[src/hw/nse_pkg.sv]
// Package with constants for the nibble exchange execution datapath.
package nse_pkg;
  // ****************************************
  // Widths and encodings
  // ****************************************
  localparam int NSE_DATA_W = 8;
  localparam int NSE_ADDR_W = 8;
  localparam int NSE_LO_MSB = 3;
  localparam int NSE_HI_LSB = 4;
  localparam int NSE_HI_MSB = 7;
  localparam logic NSE_DEST_WORKING_REGISTER = 1'b0;
  localparam logic NSE_DEST_FILE = 1'b1;
  localparam logic [7:0] NSE_WORKING_REGISTER_RST = 8'h00;
  localparam logic [7:0] NSE_EXAMPLE_SRC = 8'h53;
  localparam logic [7:0] NSE_EXAMPLE_RES = 8'h35;
  localparam logic [1:0] NSE_PHASE_RST = 2'h0;
  // ****************************************
  // Instruction cycle phases
  // ****************************************
  typedef enum logic [1:0] {NSE_Q1, NSE_Q2, NSE_Q3, NSE_Q4} nse_phase_t;
endpackage

[src/hw/nse_exec.sv]
// Execution datapath for the nibble exchange instruction.
//
// Overview of operation
// RULE1 - Result high nibble is source low nibble; result low nibble is source high nibble.
// RULE2 - Takes an 8-bit file address, 0 to 255, and a one-bit destination select.
// RULE3 - Destination 0 writes the working register; destination 1 writes the file back.
// RULE4 - A source of 0x53 yields 0x35.
// RULE5 - One instruction cycle, one word, status flags untouched.
`timescale 1ns/1ps
module nse_exec
  import nse_pkg::*;
#(
  parameter int DATA_W = NSE_DATA_W,
  parameter int ADDR_W = NSE_ADDR_W
) (
  input wire logic clk,
  input wire logic reset,
  input wire logic clkEn,
  input wire logic opValid,
  input wire logic [ADDR_W-1:0] opAddr,
  input wire logic opDest,
  input wire logic [DATA_W-1:0] fileRdData,
  input wire logic [7:0] statusIn,
  output logic [ADDR_W-1:0] fileAddr,
  output logic fileRdEn,
  output logic fileWrEn,
  output logic [DATA_W-1:0] fileWrData,
  output logic [DATA_W-1:0] workingRegister,
  output logic wregWrEn,
  output logic [7:0] statusOut,
  output logic busy,
  output logic done
);
  // ****************************************
  // Phase sequencer
  // ****************************************
  // The instruction occupies exactly one Q1..Q4 cycle; a new one may start only in Q1.
  nse_phase_t phase, next_phase;
  logic [ADDR_W-1:0] next_fileAddr;
  logic destReg, next_destReg;
  logic [DATA_W-1:0] srcLatch, next_srcLatch;
  logic [DATA_W-1:0] result, next_result;
  logic [DATA_W-1:0] next_workingRegister;
  logic [DATA_W-1:0] swapped;

  nse_swap_unit #(.DATA_W(DATA_W)) u_swap (
    .srcByte(srcLatch),
    .swappedByte(swapped)
  );

  always_comb begin
    next_phase = phase;
    next_fileAddr = fileAddr;
    next_destReg = destReg;
    next_srcLatch = srcLatch;
    next_result = result;
    next_workingRegister = workingRegister;
    unique case (phase)
      NSE_Q1: begin
        if (opValid) begin
          next_fileAddr = opAddr; // [RULE2]
          next_destReg = opDest; // [RULE2]
          next_phase = NSE_Q2;
        end
      end
      NSE_Q2: begin
        next_srcLatch = fileRdData;
        next_phase = NSE_Q3;
      end
      NSE_Q3: begin
        next_result = swapped; // [RULE1]
        next_phase = NSE_Q4;
      end
      NSE_Q4: begin
        if (destReg == NSE_DEST_WORKING_REGISTER) begin
          next_workingRegister = result; // [RULE3]
        end
        next_phase = NSE_Q1; // [RULE5]
      end
    endcase
  end

  always_ff @(posedge clk) begin
    if (reset) begin
      phase <= NSE_Q1;
      fileAddr <= '0;
      destReg <= NSE_DEST_WORKING_REGISTER;
      srcLatch <= '0;
      result <= '0;
      workingRegister <= NSE_WORKING_REGISTER_RST;
    end else if (clkEn) begin
      phase <= next_phase;
      fileAddr <= next_fileAddr;
      destReg <= next_destReg;
      srcLatch <= next_srcLatch;
      result <= next_result;
      workingRegister <= next_workingRegister;
    end
  end

  // ****************************************
  // Strobes toward the data-memory file and working register, plus status, busy and done
  // ****************************************
  // Strobes are qualified by the clock enable so a frozen core never repeats a write.
  always_comb begin
    fileRdEn = clkEn && (phase == NSE_Q2);
    fileWrEn = clkEn && (phase == NSE_Q4) && (destReg == NSE_DEST_FILE); // [RULE3]
    wregWrEn = clkEn && (phase == NSE_Q4) && (destReg == NSE_DEST_WORKING_REGISTER); // [RULE3]
    fileWrData = result;
    statusOut = statusIn; // [RULE5]
    busy = (phase != NSE_Q1);
    done = clkEn && (phase == NSE_Q4);
  end

  // ****************************************
  // Assertions
  // ****************************************
  property p_swap_map;
    @(posedge clk) disable iff (reset)
      (clkEn && phase == NSE_Q3) |=> (result == {srcLatch[3:0], srcLatch[7:4]});
  endproperty
  a_swap_map: assert property (p_swap_map) else $error("nibble swap wrong"); // [RULE1]

  property p_addr_take;
    @(posedge clk) disable iff (reset)
      (clkEn && phase == NSE_Q1 && opValid) |=> (fileAddr == $past(opAddr));
  endproperty
  a_addr_take: assert property (p_addr_take) else $error("address not taken"); // [RULE2]

  property p_dest_file;
    @(posedge clk) disable iff (reset)
      (fileWrEn) |-> (destReg == NSE_DEST_FILE && fileWrData == result && !wregWrEn);
  endproperty
  a_dest_file: assert property (p_dest_file) else $error("file write misrouted"); // [RULE3]

  property p_dest_working_register;
    @(posedge clk) disable iff (reset)
      (wregWrEn) |=> (workingRegister == $past(result));
  endproperty
  a_dest_working_register: assert property (p_dest_working_register) else $error("working register not written"); // [RULE3]

  property p_example;
    @(posedge clk) disable iff (reset)
      (clkEn && phase == NSE_Q3 && srcLatch == NSE_EXAMPLE_SRC) |=> (result == NSE_EXAMPLE_RES);
  endproperty
  a_example: assert property (p_example) else $error("0x53 did not give 0x35"); // [RULE4]

  property p_one_cycle;
    @(posedge clk) disable iff (reset)
      (clkEn && phase == NSE_Q1 && opValid) ##1 clkEn ##1 clkEn ##1 clkEn |=> (phase == NSE_Q1);
  endproperty
  a_one_cycle: assert property (p_one_cycle) else $error("operation overran a cycle"); // [RULE5]

  property p_status_kept;
    @(posedge clk) disable iff (reset) statusOut == statusIn;
  endproperty
  a_status_kept: assert property (p_status_kept) else $error("status altered"); // [RULE5]

  property p_working_register_hold;
    @(posedge clk) disable iff (reset)
      (!wregWrEn) |=> (workingRegister == $past(workingRegister));
  endproperty
  a_working_register_hold: assert property (p_working_register_hold) else $error("working register changed"); // [RULE3]

  // ****************************************
  // Freeze and refusal checks
  // ****************************************
  // A stuck or glitching clock enable would otherwise hide a repeated write, so it is guarded.
  property p_rd_take;
    @(posedge clk) disable iff (reset)
      (fileRdEn) |-> (phase == NSE_Q2 && busy);
  endproperty
  a_rd_take: assert property (p_rd_take) else $error("read strobe outside Q2"); // [RULE2]

  property p_src_capture;
    @(posedge clk) disable iff (reset)
      (fileRdEn) |=> (srcLatch == $past(fileRdData));
  endproperty
  a_src_capture: assert property (p_src_capture) else $error("source byte not captured"); // [RULE1]

  property p_freeze;
    @(posedge clk) disable iff (reset)
      (!clkEn) |=> (phase == $past(phase) && result == $past(result));
  endproperty
  a_freeze: assert property (p_freeze) else $error("state moved while frozen"); // [RULE5]

  property p_strobe_gate;
    @(posedge clk) disable iff (reset)
      (!clkEn) |-> (!fileRdEn && !fileWrEn && !wregWrEn && !done);
  endproperty
  a_strobe_gate: assert property (p_strobe_gate) else $error("strobe while frozen"); // [RULE5]

  property p_wr_once;
    @(posedge clk) disable iff (reset)
      (fileWrEn) |=> (!fileWrEn);
  endproperty
  a_wr_once: assert property (p_wr_once) else $error("file written twice"); // [RULE3]

  property p_refuse;
    @(posedge clk) disable iff (reset)
      (busy) |=> (fileAddr == $past(fileAddr));
  endproperty
  a_refuse: assert property (p_refuse) else $error("request taken while busy"); // [RULE2]

  property p_idle_quiet;
    @(posedge clk) disable iff (reset)
      (!busy) |-> (!fileRdEn && !fileWrEn && !wregWrEn);
  endproperty
  a_idle_quiet: assert property (p_idle_quiet) else $error("strobe while idle"); // [RULE5]

  property p_wrdata_hold;
    @(posedge clk) disable iff (reset)
      (clkEn && phase == NSE_Q4) |=> (fileWrData == $past(fileWrData));
  endproperty
  a_wrdata_hold: assert property (p_wrdata_hold) else $error("result not held"); // [RULE3]

  property p_done_pair;
    @(posedge clk) disable iff (reset)
      (done) |-> (fileWrEn || wregWrEn);
  endproperty
  a_done_pair: assert property (p_done_pair) else $error("done without a write"); // [RULE3]

  c_file_write: cover property (@(posedge clk) disable iff (reset) fileWrEn);
  c_freeze: cover property (@(posedge clk) disable iff (reset) busy && !clkEn);
  c_working_register_write: cover property (@(posedge clk) disable iff (reset) wregWrEn);
  c_example: cover property (@(posedge clk) disable iff (reset) srcLatch == NSE_EXAMPLE_SRC);
  c_back_to_back: cover property (@(posedge clk) disable iff (reset) done ##1 (opValid && clkEn));
endmodule

[src/hw/nse_swap_unit.sv]
// Combinational nibble exchange of one byte.
`timescale 1ns/1ps
module nse_swap_unit
  import nse_pkg::*;
#(
  parameter int DATA_W = NSE_DATA_W
) (
  input wire logic [DATA_W-1:0] srcByte,
  output logic [DATA_W-1:0] swappedByte
);
  always_comb begin
    swappedByte = {srcByte[NSE_LO_MSB:0], srcByte[NSE_HI_MSB:NSE_HI_LSB]}; // [RULE1]
  end
endmodule

[config.mk]
export PLATFORM = sky130hd
export DESIGN_NAME = nse_exec
export DESIGN_NICKNAME = d
export VERILOG_FILES = /design/src/hw/nse_pkg.sv /design/src/hw/nse_exec.sv /design/src/hw/nse_swap_unit.sv
export SDC_FILE = /design/constraint.sdc
export NUM_CORES = 1
export LEC_CHECK = 0
export ABC_AREA = 1
export BUFFER_PORTS_ARGS = -buffer_cell sky130_fd_sc_hd__buf_2
export CAP_MARGIN = 40
export CORE_MARGIN = 8
export CORE_UTILIZATION = 42
export DETAILED_ROUTE_END_ITERATION = 8
export PLACE_DENSITY = 0.75
export SLEW_MARGIN = 20
export SYNTH_ARGS = -nofsm -noshare
export SYNTH_HDL_FRONTEND = slang
export SYNTH_SLANG_ARGS = --single-unit
export TNS_END_PERCENT = 1
[constraint.sdc]
create_clock -name clk -period 1.05 [get_ports clk]
set_input_delay 0.1575 -clock clk [delete_from_list [all_inputs] [get_ports clk]]
set_output_delay 0.1575 -clock clk [all_outputs]
set_load 0.03 [all_outputs]
# After elaboration in Yosys (flattened, before gate mapping)
# Cells that the tools add are included.
[op_classes]
addsub = 0
multipliers = 0
div = 0
order_cmp = 0
n_eq_ne = 4
shifts = 0
n_mux = 2
bitwise = 1
reduce_logical = 11
[ops]
columns = ["cell", "count"]
rows = [
  ["$pmux W2 S4", 1],
  ["$reduce_and A2 Y1", 3],
  ["$reduce_and A3 Y1", 2],
  ["$eq A2 B2 Y1 const B", 2],
  ["$logic_and A1 B1 Y1", 4],
  ["$eq A2 B1 Y1 const B", 1],
  ["$logic_not A2 Y1", 1],
  ["$mux W2", 1],
  ["$ne A2 B2 Y1 const B", 1],
  ["$reduce_bool A2 Y1", 1],
  ["$not A1 Y1", 1],
]
[totals]
register_bits = 35
latch_bits = 0
ram_bits = 0
rom_bits = 0
in_bits = 29
output_inout_bits = 37
word_cells = 24
n_memories = 0

# Depth between registers and ports, before layout
[depth]
ltp_word = 3
depth_mapped = 7
ltp_nobuf = 7

# Modules after synthesis
# From an unflattened synthesis, not the netlist that was laid out.
[unflattened]
hier_cells = 222
area_unflattened_um2 = 1594.0
[by_module_without_submodules]
columns = ["mod", "instances", "cells_per_inst", "area_per_inst_um2", "seq_area_each_um2"]
rows = [
  ["nse_exec", 1, 214, 1534.0, 700.7],
  ["nse_swap_unit", 1, 8, 60.1, 0.0],
]

# Worst setup path after synthesis
# No wires, ideal clock.
[synth_timing]
path_type = "register to register"
start = "register phase[1]"
end = "register srcLatch[0]"
setup_time_ns = 0.117
arrival_time_ns = 1.247
required_time_ns = 0.933
setup_slack_ns = -0.314
stages_incl_launch_ff = 7
path_buffers = 0
period_less_slack_ns = 1.364
cell_sequence = "dfxtp_1 > inv_1 > ha_1 > nand2_4 > clkinv_1 > nor2_1 > nor2_1"
[synth_via]
elab_chain_cells = 2
[synth_rtl]
columns = ["element", "line", "text"]
rows = [
  ["start: declaration", "nse_exec.sv:38", "nse_phase_t phase, next_phase;"],
  ["start signal: assignment", "nse_exec.sv:92", "phase <= next_phase;"],
  ["$eq A2 B1 Y1", "nse_exec.sv:58", "unique case (phase)"],
  ["$reduce_and A2 Y1 (no source line)", "--", ""],
  ["end signal: assignment", "nse_exec.sv:95", "srcLatch <= next_srcLatch;"],
  ["end: declaration", "nse_exec.sv:41", "logic [DATA_W-1:0] srcLatch, next_srcLatch;"],
]
# Every way passes these cells.
# A chain may end at the register's enable or synchronous reset.

# Worst setup path in the final report
[layout_timing]
start = "register phase[0]"
end = "output fileWrEn"
[layout_via]
elab_chain_cells = 3
[layout_rtl]
columns = ["element", "line", "text"]
rows = [
  ["$eq A2 B2 Y1", "nse_exec.sv:107", "fileWrEn = clkEn && (phase == NSE_Q4) && (destReg == NSE_DEST_FILE);"],
  ["$logic_and A1 B1 Y1 (2 in a row)", "nse_exec.sv:107", ""],
  ["end: declaration", "nse_exec.sv:26", "output logic fileWrEn,"],
]
# Every way passes these cells.

==> metrics.txt <==
status finished, violations left; failing checks setup timing; required time worst endpoint 0.89 ns; Post-DP HPWL 2.44 mm; Max Slew Vio Count 0; grt ovf 0; Final WS setup -0.313 ns; Netlist Area Pre-Place 1530 um2; Hold Vio Cnt, Final 0; Tcrit/Tclk final 1.30; Final min period 1.36 ns; Avg Inst Size Synth 7.17 um2; Vias 1345; final net count 301; syn nets 248; Tot GR Track Use 0.119; DRT Wirelength 3.29 mm; Die Wd 76.4 um; DR pass1 iterations 4; clk root buf clkbuf_4; Placer Congestion 0.726; VDD IR max 841 uV; unrepaired setup endpoints after global routing true; R2R depth 6; Max Fanout on Critical Path 4; pin count of the biggest net entering global routing 36; max-cap viol count 0; Initial Utilization 0.429; CTS tree built; crit path kind register to output port; Die Footprint 5840 um2; Inserted Diodes 0; core box area 3580 um2; detailed-route DRC error count 0; vias in the first global route 1359; cts bufs inserted 5; H-tree lvl count 2; Distinct cells, synth 16; first-pass GRT wire length 5.84 mm; area delta synth->final 38.4%; synthesis-stage register bit count 35; Initial DRC Count 67; FMAX 0.734 GHz; Hold Path Depth 3; Critical Path Sink Type output port; initial antenna violation count 0; CTS max path bufs 2; Fin Setup TNS -4.25 ns; Worst-path clk slew 0.10 ns; placed cell count 304; Slew HR 0.847; Worst Skew 0.00484 ns; Skew-Pair Late Insertion Delay 0.33 ns; pwr dens 1380 nW/um2; layout cells sized above 1 0.381; Std-Cell Rows 22; Post-Syn Instances 214; non-filler cells, final 316; Critical Path AT 1.21 ns; Die Y 76.4 um; Seq/Total Area, Yosys 0.457; WHS 0.0495 ns; leak pwr 1.07 nW; Hold Path Class input pin to register; startpoint types register; CTS Sinks 35; WL per Instance 10.4 um; Routed Antenna Nets 0; port bufs 49; Setup-failing EPs final 40; vias per inst 4.26; I/O pin total 66; Least-Margin Pin Slew 0.230 ns; Syn. warnings 0
layout make-up:
cell class | instances | area [um2]
Fill cell | 348 | 1460
Clock buffer | 7 | 45.0
Clock inverter | 1 | 5.00
Inverter | 26 | 121
Sequential cell | 35 | 726
Tap cell | 48 | 60.1
Multi-Input combinational cell | 139 | 703
Timing Repair Buffer | 60 | 463
kinds of logic after synthesis:
group | Yosys count | share of synthesized area
AND/OR/NAND/NOR | 116 | 0.310
flip-flops | 35 | 0.457
buffers and inverters | 40 | 0.134
adder cells (fa/ha/maj) | 5 | 0.0408
AO/OA/AOI/OAI | 18 | 0.0587
where the power goes:
part / leakage [nW] / internal (W) / total [W] / switching, W
clock network: 0.0293 / 0.000261 / 0.000681 / 0.000420
logic: 0.750 / 0.000316 / 0.000753 / 0.000436
registers: 0.292 / 0.00143 / 0.00151 / 0.0000745
registers in the layout (all words and copies together) (netlist names):
| signal | flops |
|---|---|
| destReg | 1 |
| fileAddr | 8 |
| fileWrData | 8 |
| phase | 2 |
| srcLatch | 8 |
| workingRegister | 8 |
worst max-delay path, stage by stage (launching register included):
cell and delay (ns):
dfxtp_4 0.40, ha_4 0.15, nand2_1 0.07, nor2_2 0.11
buf_6 0.14
Yosys cell counts (all sizes together):
library cell  instances  area, um2
clkinv                1       3.75
nand2                42        168
buf                  13        104
ha                    5       62.6
clkbuf                1       3.75
nor2                 70        263
dfxtp                35        701
inv                  25       93.8
nand3                 4       45.0
a21oi                 2       10.0
o21ai                16       80.1
layer usage:
layer / track usage / vias to the layer above / wire (um)
li1: - / 736 / -
met1: 0.122 / 567 / 1440
met2: 0.205 / 33 / 1580
met3: 0.0436 / 9 / 166
met4: 0.0692 / 0 / 102
met5: 0 / - / 0
stage by stage:
stage / util / setup WS [ns] / total power (W) / instance area [um2]
after floorplan: - / -0.0188 / 0.00204 / 1590
after global placement: 0.516 / -0.108 / 0.00215 / 1850
after detailed placement: 0.516 / -0.138 / 0.00216 / 1850
after CTS: 0.564 / -0.343 / 0.00292 / 2020
after global routing: 0.593 / -0.383 / 0.00315 / 2120
final: 0.593 / -0.313 / 0.00294 / 2120
final timing paths:
check,startpoint,endpoint,slack [ns]
worst max-delay path,phase[0]$_SDFFE_PP0P_,fileWrEn,-0.31
worst min-delay path,opAddr[7],fileAddr[7]$_SDFFE_PP0P_,0.05
worst max register to register,phase[0]$_SDFFE_PP0P_,workingRegister[1]$_SDFFE_PP0P_,-0.16
worst min register to register,srcLatch[6]$_SDFFE_PP0P_,srcLatch[6]$_SDFFE_PP0P_,0.50
placed cells by master (no fill, tap or decap), types with 2 or more instances in the layout:
cell	count
ha_4	3
nor2_1	63
inv_1	20
nand3_1	2
dfxtp_1	21
o21ai_1	11
clkbuf_4	5
o21ai_0	5
buf_2	21
buf_4	24
nand3_4	2
inv_4	3
clkbuf_1	2
dfxtp_2	11
buf_6	14
dfxtp_4	3
nand2_1	40
nor2_2	7
what timing repair did:
item / in CTS / in global routing
endpoints found under the setup margin: 49 / 64
pin swaps: 3 / 0
hold buffers: 0 / 0
buffers inserted: 4 / 0
resized for setup: 33 / 62
Power figures use the tool's default switching activity.
